[src/adcaf_consts.svh]
// register addresses, field positions and reset values of the alarm flag registers
`ifndef ADCAF_CONSTS_SVH
`define ADCAF_CONSTS_SVH

`define ADCAF_ALARM_FLAGS_ADDR        8'h20
`define ADCAF_HIGH_LIMIT_ADDR         8'h24
`define ADCAF_LOW_LIMIT_ADDR          8'h28

`define ADCAF_POS_SUPPLY_LOW_ACTIVE   15
`define ADCAF_POS_SUPPLY_HIGH_ACTIVE  14
`define ADCAF_POS_INPUT_HIGH_ACTIVE   11
`define ADCAF_POS_INPUT_LOW_ACTIVE    10
`define ADCAF_POS_TRIP_MSB            7
`define ADCAF_POS_TRIP_LSB            4
`define ADCAF_POS_ANY_ALARM           0
`define ADCAF_POS_HYST_MSB            7
`define ADCAF_POS_HYST_LSB            6

`define ADCAF_HYST_RST                8'h00
`define ADCAF_HIGH_LIMIT_RST          16'hffff
`define ADCAF_LOW_LIMIT_RST           16'h0000
`define ADCAF_TRIP_RST                4'h0

`define ADCAF_PIN_TRISTATE            2'h0
`define ADCAF_PIN_ALARM               2'h1
`define ADCAF_PIN_GPO                 2'h2
`define ADCAF_PIN_SERIAL              2'h3

`define ADCAF_APPEND_NONE             2'h0
`define ADCAF_APPEND_HIGH             2'h1
`define ADCAF_APPEND_LOW              2'h2
`define ADCAF_APPEND_BOTH             2'h3

`endif

[src/adcaf_pkg.sv]
// state types of the alarm flag register block
package adcaf_pkg;

    typedef struct packed {
        logic [1:0] s1;
        logic [1:0] s2;
        logic [1:0] s3;
        logic [1:0] level;
    } adcaf_sync_state_t;

    typedef struct packed {
        logic active;
    } adcaf_cmp_state_t;

    typedef struct packed {
        logic [7:0]  hyst;
        logic [15:0] high_lim;
        logic [15:0] low_lim;
        logic [3:0]  trip;
        logic        any;
        logic [7:0]  rdata;
        logic        rvalid;
        logic [1:0]  fbits;
        logic [1:0]  fcount;
        logic        pin_o;
        logic        pin_oe;
    } adcaf_top_state_t;

endpackage

[src/adcaf_limit_cmp.sv]
// one input limit comparator with hysteresis, upper or lower sense
`timescale 1ns/100ps
module adcaf_limit_cmp #(
    parameter bit UPPER = 1'b1
) (
    // clock and reset
    input  wire logic        clk,
    input  wire logic        rst,
    // conversion result
    input  wire logic        conv_valid,
    input  wire logic [11:0] conv_data,
    // limit and hysteresis
    input  wire logic [11:0] limit,
    input  wire logic [1:0]  hyst,
    // active flag
    output logic             active
);

    adcaf_pkg::adcaf_cmp_state_t state;
    adcaf_pkg::adcaf_cmp_state_t next_state;
    logic [12:0]                 data_ext;
    logic [12:0]                 lim_ext;
    logic [12:0]                 hyst_ext;
    logic                        crossed;
    logic                        returned;

    ////////////////////////////////////////////////////////////////////////////
    // compare and release with hysteresis
    always_comb begin
        data_ext = {1'b0, conv_data};
        lim_ext  = {1'b0, limit};
        hyst_ext = {11'h000, hyst};
        if (UPPER) begin
            crossed  = data_ext > lim_ext;
            returned = (data_ext + hyst_ext) < lim_ext;
        end else begin
            crossed  = data_ext < lim_ext;
            returned = data_ext > (lim_ext + hyst_ext);
        end
        next_state = state;
        if (conv_valid) begin
            if (!state.active && crossed) begin
                next_state.active = 1'b1;
            end else if (state.active && returned) begin
                next_state.active = 1'b0;
            end
        end
    end

    always_ff @(posedge clk) begin
        if (rst) begin
            state <= '0;
        end else begin
            state <= next_state;
        end
    end

    assign active = state.active;

    ////////////////////////////////////////////////////////////////////////////
    // checks
    limit_assert_a : assert property (
        @(posedge clk) disable iff (rst)
        conv_valid && crossed |=> active)
        else $error("active flag did not rise on crossing");

    limit_release_a : assert property (
        @(posedge clk) disable iff (rst)
        conv_valid && active && returned |=> !active)
        else $error("active flag did not release after hysteresis");

    limit_hold_a : assert property (
        @(posedge clk) disable iff (rst)
        active && !conv_valid |=> active)
        else $error("active flag changed without a conversion");

endmodule // adcaf_limit_cmp

[src/adcaf_sync.sv]
// three-stage synchroniser with agreement filter for the supply comparator pins
`timescale 1ns/100ps
module adcaf_sync (
    // clock and reset
    input  wire logic       clk,
    input  wire logic       rst,
    // raw pins and filtered levels
    input  wire logic [1:0] raw,
    output logic      [1:0] level
);

    adcaf_pkg::adcaf_sync_state_t state;
    adcaf_pkg::adcaf_sync_state_t next_state;
    logic [1:0]                   next_level;

    ////////////////////////////////////////////////////////////////////////////
    // a change counts once stages two and three agree
    genvar gi;
    generate
        for (gi = 0; gi < 2; gi = gi + 1) begin : g_bit
            assign next_level[gi] = (state.s2[gi] == state.s3[gi]) ? state.s3[gi]
                                                                   : state.level[gi];
        end
    endgenerate

    always_comb begin
        next_state       = state;
        next_state.s1    = raw;
        next_state.s2    = state.s1;
        next_state.s3    = state.s2;
        next_state.level = next_level;
    end

    always_ff @(posedge clk) begin
        if (rst) begin
            state <= '0;
        end else begin
            state <= next_state;
        end
    end

    assign level = state.level;

endmodule // adcaf_sync

[src/adcaf_top.sv]
// alarm status and limit registers with active and latched flags
`timescale 1ns/100ps
`include "adcaf_consts.svh"

// Contract
// - read-only alarm status word at 20h
// - bits 15,14 show supply low, high
// - bits 11,10 show input high, low
// - bits 7-4 latched: supply lo, hi, input
// - bit 0 ORs all latched flags
// - flags one when condition, reset to zero
// - reserved bits read zero, not writable; code stores and reads back hysteresis bits 29-24 and limit bits 3-0
// - hysteresis byte 31-24 at 24h, top two used
// - upper limit bits 15-4 used, resets ffff
// - lower limit at 28h, resets zero
// - word spans four bytes, low byte first
// - append field picks input flags for frame
// - pin code 01 drives alarm indication
module adcaf_top (
    // clock and reset
    input  wire logic        clk,
    input  wire logic        rst,
    // byte register port
    input  wire logic [7:0]  reg_addr,
    input  wire logic        reg_wr,
    input  wire logic [7:0]  reg_wdata,
    input  wire logic        reg_rd,
    output logic      [7:0]  reg_rdata,
    output logic             reg_rvalid,
    // conversion results
    input  wire logic        conv_valid,
    input  wire logic [11:0] conv_data,
    // supply comparator pins
    input  wire logic        supply_low_raw,
    input  wire logic        supply_high_raw,
    // settings held elsewhere
    input  wire logic [1:0]  append_input_alarm_bits,
    input  wire logic [1:0]  second_output_pin_function,
    input  wire logic        serial_data_1,
    input  wire logic        gpo_value,
    // frame flag bits
    output logic      [1:0]  frame_alarm_bits,
    output logic      [1:0]  frame_alarm_count,
    // second serial output pin
    output logic             second_serial_output,
    output logic             second_serial_output_oe
);

    adcaf_pkg::adcaf_top_state_t state;
    adcaf_pkg::adcaf_top_state_t next_state;
    logic [1:0]                  supply_level;
    logic                        supply_low;
    logic                        supply_high;
    logic                        input_high;
    logic                        input_low;
    logic [3:0]                  active_set;
    logic [31:0]                 status_word;
    logic [31:0]                 high_word;
    logic [31:0]                 low_word;
    logic [31:0]                 sel_word;
    logic [7:0]                  sel_byte;
    logic                        status_clear;

    ////////////////////////////////////////////////////////////////////////////
    // supply pins and input comparators
    adcaf_sync u_sync (
        .clk   (clk),
        .rst   (rst),
        .raw   ({supply_high_raw, supply_low_raw}),
        .level (supply_level)
    );

    assign supply_low  = supply_level[0];
    assign supply_high = supply_level[1];

    adcaf_limit_cmp #(.UPPER(1'b1)) u_high (
        .clk        (clk),
        .rst        (rst),
        .conv_valid (conv_valid),
        .conv_data  (conv_data),
        .limit      (state.high_lim[15:4]),
        .hyst       (state.hyst[`ADCAF_POS_HYST_MSB:`ADCAF_POS_HYST_LSB]),
        .active     (input_high)
    );

    adcaf_limit_cmp #(.UPPER(1'b0)) u_low (
        .clk        (clk),
        .rst        (rst),
        .conv_valid (conv_valid),
        .conv_data  (conv_data),
        .limit      (state.low_lim[15:4]),
        .hyst       (state.hyst[`ADCAF_POS_HYST_MSB:`ADCAF_POS_HYST_LSB]),
        .active     (input_low)
    );

    assign active_set = {supply_low, supply_high, input_high, input_low};

    ////////////////////////////////////////////////////////////////////////////
    // register words
    always_comb begin
        status_word = 32'h0000_0000;
        status_word[`ADCAF_POS_SUPPLY_LOW_ACTIVE]  = supply_low;
        status_word[`ADCAF_POS_SUPPLY_HIGH_ACTIVE] = supply_high;
        status_word[`ADCAF_POS_INPUT_HIGH_ACTIVE]  = input_high;
        status_word[`ADCAF_POS_INPUT_LOW_ACTIVE]   = input_low;
        status_word[`ADCAF_POS_TRIP_MSB:`ADCAF_POS_TRIP_LSB] = state.trip;
        status_word[`ADCAF_POS_ANY_ALARM]          = state.any;
        high_word = {state.hyst, 8'h00, state.high_lim};
        low_word  = {16'h0000, state.low_lim};
        case ({reg_addr[7:2], 2'b00})
            `ADCAF_ALARM_FLAGS_ADDR: begin
                sel_word = status_word;
            end
            `ADCAF_HIGH_LIMIT_ADDR: begin
                sel_word = high_word;
            end
            `ADCAF_LOW_LIMIT_ADDR: begin
                sel_word = low_word;
            end
            default: begin
                sel_word = 32'h0000_0000;
            end
        endcase
        case (reg_addr[1:0])
            2'h0: sel_byte = sel_word[7:0];
            2'h1: sel_byte = sel_word[15:8];
            2'h2: sel_byte = sel_word[23:16];
            default: sel_byte = sel_word[31:24];
        endcase
    end

    // reading the byte that holds the latched flags releases them
    assign status_clear = reg_rd && (reg_addr == `ADCAF_ALARM_FLAGS_ADDR);

    ////////////////////////////////////////////////////////////////////////////
    // next state
    always_comb begin
        next_state        = state;
        next_state.rvalid = reg_rd;
        next_state.rdata  = reg_rd ? sel_byte : 8'h00;
        if (reg_wr) begin
            case (reg_addr)
                `ADCAF_HIGH_LIMIT_ADDR: begin
                    next_state.high_lim[7:0] = reg_wdata;
                end
                `ADCAF_HIGH_LIMIT_ADDR + 8'h01: begin
                    next_state.high_lim[15:8] = reg_wdata;
                end
                `ADCAF_HIGH_LIMIT_ADDR + 8'h03: begin
                    next_state.hyst = reg_wdata;
                end
                `ADCAF_LOW_LIMIT_ADDR: begin
                    next_state.low_lim[7:0] = reg_wdata;
                end
                `ADCAF_LOW_LIMIT_ADDR + 8'h01: begin
                    next_state.low_lim[15:8] = reg_wdata;
                end
                default: begin
                    next_state.hyst = state.hyst;
                end
            endcase
        end
        // a condition present in the clearing cycle keeps its flag
        next_state.trip = (state.trip & ~{4{status_clear}}) | active_set;
        next_state.any  = |next_state.trip;
        case (append_input_alarm_bits)
            `ADCAF_APPEND_HIGH: begin
                next_state.fbits  = {1'b0, input_high};
                next_state.fcount = 2'h1;
            end
            `ADCAF_APPEND_LOW: begin
                next_state.fbits  = {1'b0, input_low};
                next_state.fcount = 2'h1;
            end
            `ADCAF_APPEND_BOTH: begin
                next_state.fbits  = {input_high, input_low};
                next_state.fcount = 2'h2;
            end
            default: begin
                next_state.fbits  = 2'h0;
                next_state.fcount = 2'h0;
            end
        endcase
        case (second_output_pin_function)
            `ADCAF_PIN_ALARM: begin
                next_state.pin_o  = next_state.any;
                next_state.pin_oe = 1'b1;
            end
            `ADCAF_PIN_GPO: begin
                next_state.pin_o  = gpo_value;
                next_state.pin_oe = 1'b1;
            end
            `ADCAF_PIN_SERIAL: begin
                next_state.pin_o  = serial_data_1;
                next_state.pin_oe = 1'b1;
            end
            default: begin
                next_state.pin_o  = 1'b0;
                next_state.pin_oe = 1'b0;
            end
        endcase
    end

    always_ff @(posedge clk) begin
        if (rst) begin
            state          <= '0;
            state.hyst     <= `ADCAF_HYST_RST;
            state.high_lim <= `ADCAF_HIGH_LIMIT_RST;
            state.low_lim  <= `ADCAF_LOW_LIMIT_RST;
            state.trip     <= `ADCAF_TRIP_RST;
        end else begin
            state <= next_state;
        end
    end

    assign reg_rdata               = state.rdata;
    assign reg_rvalid              = state.rvalid;
    assign frame_alarm_bits        = state.fbits;
    assign frame_alarm_count       = state.fcount;
    assign second_serial_output    = state.pin_o;
    assign second_serial_output_oe = state.pin_oe;

    ////////////////////////////////////////////////////////////////////////////
    // checks
    status_reserved_a : assert property (
        @(posedge clk) disable iff (rst)
        reg_rd && (reg_addr == 8'h22 || reg_addr == 8'h23 || reg_addr == 8'h26)
        |=> reg_rvalid && reg_rdata == 8'h00)
        else $error("reserved byte read nonzero");

    supply_active_a : assert property (
        @(posedge clk) disable iff (rst)
        reg_rd && reg_addr == 8'h21
        |=> reg_rdata[7] == $past(supply_low) && reg_rdata[6] == $past(supply_high)
            && reg_rdata[5:4] == 2'b00)
        else $error("supply active bits wrong");

    input_active_a : assert property (
        @(posedge clk) disable iff (rst)
        reg_rd && reg_addr == 8'h21
        |=> reg_rdata[3] == $past(input_high) && reg_rdata[2] == $past(input_low))
        else $error("input active bits wrong");

    trip_sticky_a : assert property (
        @(posedge clk) disable iff (rst)
        (|state.trip) && !status_clear |=> (state.trip & $past(state.trip)) == $past(state.trip))
        else $error("latched flag dropped without a read");

    trip_clear_a : assert property (
        @(posedge clk) disable iff (rst)
        status_clear && active_set == 4'h0 |=> state.trip == 4'h0 && !state.any)
        else $error("latched flags not released by read");

    any_alarm_a : assert property (
        @(posedge clk) disable iff (rst)
        state.any == (|state.trip))
        else $error("summary alarm mismatch");

    reset_values_a : assert property (
        @(posedge clk)
        rst |=> state.trip == 4'h0 && state.high_lim == 16'hffff
                && state.low_lim == 16'h0000 && state.hyst == 8'h00)
        else $error("reset values wrong");

    byte_order_a : assert property (
        @(posedge clk) disable iff (rst)
        reg_wr && reg_addr == 8'h25 |=> state.high_lim[15:8] == $past(reg_wdata))
        else $error("high limit upper byte not written");

    frame_both_a : assert property (
        @(posedge clk) disable iff (rst)
        append_input_alarm_bits == 2'h3
        |=> frame_alarm_count == 2'h2
            && frame_alarm_bits == {$past(input_high), $past(input_low)})
        else $error("frame flag bits wrong");

    pin_alarm_a : assert property (
        @(posedge clk) disable iff (rst)
        second_output_pin_function == 2'h1 |=> second_serial_output_oe
            && second_serial_output == state.any)
        else $error("second output not showing alarm");

    read_idle_a : assert property (
        @(posedge clk) disable iff (rst)
        !reg_rd |=> !reg_rvalid && reg_rdata == 8'h00)
        else $error("read answer without a read");

    reserved_write_a : assert property (
        @(posedge clk) disable iff (rst)
        reg_wr && (reg_addr[7:2] == 6'h08 || reg_addr == 8'h26 || reg_addr == 8'h2a)
        |=> $stable(high_word) && $stable(low_word))
        else $error("read-only byte accepted a write");

    trip_set_c : cover property (@(posedge clk) disable iff (rst) $rose(state.trip[1]));
    trip_read_c : cover property (@(posedge clk) disable iff (rst)
        status_clear && (|state.trip) ##1 state.trip == 4'h0);
    pin_alarm_c : cover property (@(posedge clk) disable iff (rst)
        second_serial_output_oe && second_serial_output);
    supply_trip_c : cover property (@(posedge clk) disable iff (rst) $rose(state.trip[3]));

endmodule // adcaf_top

[config.mk]
export PLATFORM = sky130hd
export DESIGN_NAME = adcaf_top
export DESIGN_NICKNAME = d
export VERILOG_FILES = /design/src/adcaf_pkg.sv /design/src/adcaf_limit_cmp.sv /design/src/adcaf_sync.sv /design/src/adcaf_top.sv
export VERILOG_INCLUDE_DIRS = /design/src
export SDC_FILE = /design/constraint.sdc
export NUM_CORES = 1
export LEC_CHECK = 0
export BUFFER_PORTS_ARGS = -buffer_cell sky130_fd_sc_hd__clkbuf_2
export CAP_MARGIN = 5
export CORE_MARGIN = 3
export CORE_UTILIZATION = 30
export CTS_CLUSTER_SIZE = 16
export DETAILED_ROUTE_END_ITERATION = 8
export PLACE_DENSITY = 0.49
export SLEW_MARGIN = 20
export SYNTH_ARGS = -nofsm -noshare
export SYNTH_HDL_FRONTEND = slang
export SYNTH_SLANG_ARGS = --single-unit
[constraint.sdc]
create_clock -name clk -period 2.78 [get_ports clk]
set_input_delay 0.556 -clock clk [delete_from_list [all_inputs] [get_ports clk]]
set_output_delay 0.556 -clock clk [all_outputs]
set_load 0.01 [all_outputs]
==> results.sh <==
export IMPL_via_per_inst=5.16
export IMPL_synth_top_cell_area_share=0.315
export IMPL_yosysUniqueCellTypes=57
export IMPL_cp_slowest_stage_delay_ns=0.38
export IMPL_fin_skew_ns=0.00564
export IMPL_grt_pass1_vias=3922
export IMPL_path_class="flop to flop"
export IMPL_clock_latency_ns=0.33
export IMPL_final_hold_viol_count=0
export IMPL_core_area_um2=14200
export IMPL_end_kind="flop"
export IMPL_syn_nets=618
export IMPL_min_period_ns=2.60
export IMPL_path_cells="ha_1 > inv_1 > fa_2 > nor2_1 > nand3_1 > xnor2_1 > ha_1 > nand3_1 > nor2_1 > nand4_1 > a211o_1 > o211ai_1"
export IMPL_antenna_found_initial=0
export IMPL_total_power_w=0.00243
export IMPL_row_count=43
export IMPL_register_area_um2=1400
export IMPL_drtAntennaViolNets=0
export IMPL_critPathSlowestCell="fa_2"
export IMPL_syn_inst=521
export IMPL_syn_avg_cell_area_um2=8.53
export IMPL_dieArea_um2=16300
export IMPL_grtUsageMet3=0.0321
export IMPL_firstDrtPassIters=5
export IMPL_crit_fanout=4
export IMPL_grt_met1_usage=0.225
export IMPL_dp_hpwl_um=10200
export IMPL_grt_max_degree=43
export IMPL_yosys_warnings=0
export IMPL_critPathLaunchType="flop"
export IMPL_clockRootBuffer="clkbuf_16"
export IMPL_cts_sinks=70
export IMPL_synth_seq_area_share=0.315
export IMPL_wire_per_inst_um=17.1
export IMPL_synth_top_cell_by_area="dfxtp_1"
export IMPL_place_inst=749
export IMPL_dpl_worst_slack_ns=-0.0523
export IMPL_wirelength_um=13100
export IMPL_initial_core_util=0.313
export IMPL_synth_edf_count=0
export IMPL_htree_levels=3
export IMPL_final_util=0.372
export IMPL_slew_viol_final=0
export IMPL_rsz0062_at_grt="no"
export IMPL_synthTopCellsByArea="dfxtp_1 32%, ha_1 15%, mux2i_1 5.9%"
export IMPL_grt_overflow_total=0
export IMPL_layout_drive_gt1_share=0.190
export IMPL_gp_congestion=0.868
export IMPL_cap_violations=0
export IMPL_postSynth_asyncResetShare=0
export IMPL_drc=0
export IMPL_die_y_um=128
export IMPL_worst_pin_slew_ns=0.533
export IMPL_drt_iter0_markers=336
export IMPL_fp_dieW_um=128
export IMPL_hold_class="input pin to flop"
export IMPL_power_leakage_nw=2.30
export IMPL_fin_crit_sh=0.937
export IMPL_critPathLaunch="high_word[30]$_SDFFE_PP0P_"
export IMPL_fin_ws_ns=0.176
export IMPL_setup_viol=0
export IMPL_grt_most_used_layer="met2"
export IMPL_syn_to_final_growth_pct=18.9
export IMPL_worstPathRequired_ns=3.03
export IMPL_track_usage=0.162
export IMPL_synthesis_area_um2=4450
export IMPL_hp_start="supply_low_raw"
export IMPL_port_buffers=55
export IMPL_clkTransAtPathRegs_ns=0.06
export IMPL_slew_headroom=0.640
export IMPL_power_per_cell_area_nw_per_um2=459
export IMPL_r2r_start="high_word[30]$_SDFFE_PP0P_"
export IMPL_finalNonFillerCells=764
export IMPL_clock_path_buffers=2
export IMPL_ys_flop_type="dfxtp_1"
export IMPL_n_fill_cell=1490
export IMPL_hold_ws_ns=0.434
export IMPL_ir_worst_vdd_uv=287
export IMPL_cts_setup_buffers=0
export IMPL_num_vias=3946
export IMPL_io_pin_count=56
export IMPL_cts_tree="built"
export IMPL_grt_pass1_wl_um=20700
export IMPL_status="completed"
export IMPL_fmax_mhz=384
export IMPL_multi_input_area_um2=2760
export IMPL_diodes=0
export IMPL_fin_nets=677
export IMPL_synth_seq_cells=70
export IMPL_gr_usage_met2=0.255
export IMPL_worstPathArrival_ns=2.86
export IMPL_cts_made_buffers=9
## cell type report
type | count | share of cell area
sequential | 70 | 0.266
clock buffer | 12 | 0.0485
inverter | 33 | 0.0234
clock inverter | 3 | 0.00829
tap | 180 | 0.0426
timing repair buffer | 80 | 0.0900
multi-input combinational | 386 | 0.522
## timing repair
action	in CTS	in global routing
hold buffers	0	0
setup endpoints to repair	0	2
resized for setup	0	7
## metrics by stage
stage,cell area (µm²),setup TNS [ns]
after floorplan,4450,0
final,5290,0
after global routing,5290,0
after detailed placement,4960,-0.0523
after global placement,4960,0
after CTS,5270,0
## cells in the final DEF (no fill, tap or decap), types with 4 or more instances in the layout
master / Yosys / layout
buf_4: 13 / 24
nor2_1: 47 / 45
nand3_1: 27 / 26
a21oi_1: 32 / 32
a31oi_1: 4 / 4
xor2_1: 6 / 6
nand2b_1: 4 / 4
a22o_1: 5 / 5
mux2i_1: 26 / 26
clkbuf_2: 0 / 55
nand2_1: 54 / 54
nor3_1: 8 / 7
inv_1: 31 / 31
dfxtp_1: 70 / 68
a21o_1: 6 / 6
o22ai_1: 4 / 4
xnor2_1: 14 / 14
ha_1: 54 / 54
o211ai_1: 13 / 13
nand4_1: 18 / 18
o21ai_0: 7 / 7
clkbuf_16: 0 / 9
nor2b_1: 12 / 12
## Yosys cell counts, types with 12 or more instances
master,n
a21oi_1,32
buf_4,13
clkbuf_1,13
dfxtp_1,70
ha_1,54
inv_1,31
mux2i_1,26
nand2_1,54
nand3_1,27
nand4_1,18
nor2_1,47
nor2b_1,12
o211ai_1,13
xnor2_1,14
## worst max-delay path, delay by kind of cell (launching register included)
kind	cells	cell delay (ns)
AOI/OAI and AO/OA	2	0.41
DFF	1	0.34
and+or+nand+nor	5	0.69
adders and majority gates	3	0.87
buffers and inverters	1	0.06
xor gates and xnor gates	1	0.16
## cells by family after synthesis
family,synth area share
xor+xnor,0.0394
flops,0.315
fa+ha+maj,0.161
simple gates,0.211
mux,0.0585
buf+inv,0.0687
compound gates,0.146
## path summary, 6_finish.rpt
check / slack, ns / endpoint / depth (start not counted)
setup / recovery: 0.18 / u_low.active$_SDFFE_PP0P_ / 12
hold / removal: 0.43 / u_sync.next_state[4]$_SDFF_PP0_ / 2
setup reg to reg: 0.18 / u_low.active$_SDFFE_PP0P_ / 12
hold reg to reg: 0.44 / u_sync.next_state[3]$_SDFF_PP0_ / 1
## where the power goes
| group | total (W) | internal [W] | switching (W) | leakage, nW |
|---|---|---|---|---|
| logic | 0.000234 | 0.0000901 | 0.000144 | 1.58 |
| registers | 0.00102 | 0.00102 | 0.00000795 | 0.568 |
| clock network | 0.00117 | 0.000739 | 0.000429 | 0.149 |
## per-layer routing
metal	wire (µm)	vias up
li1	-	1964
met1	6230	1870
met2	6050	97
met3	563	15
met4	248	0
met5	0	-
## sequential cells by signal, summed over array words and instances, names as in the netlist, 2 cells and up
| register | count |
|---|---|
| u_sync.state | 2 |
| reg_rdata | 8 |
| u_sync.level | 2 |
| low_word | 16 |
| frame_alarm_count | 2 |
| frame_alarm_bits | 2 |
| u_sync.next_state | 4 |
| state | 5 |
| high_word | 24 |
Note: power is estimated with default switching activity, not from simulation.
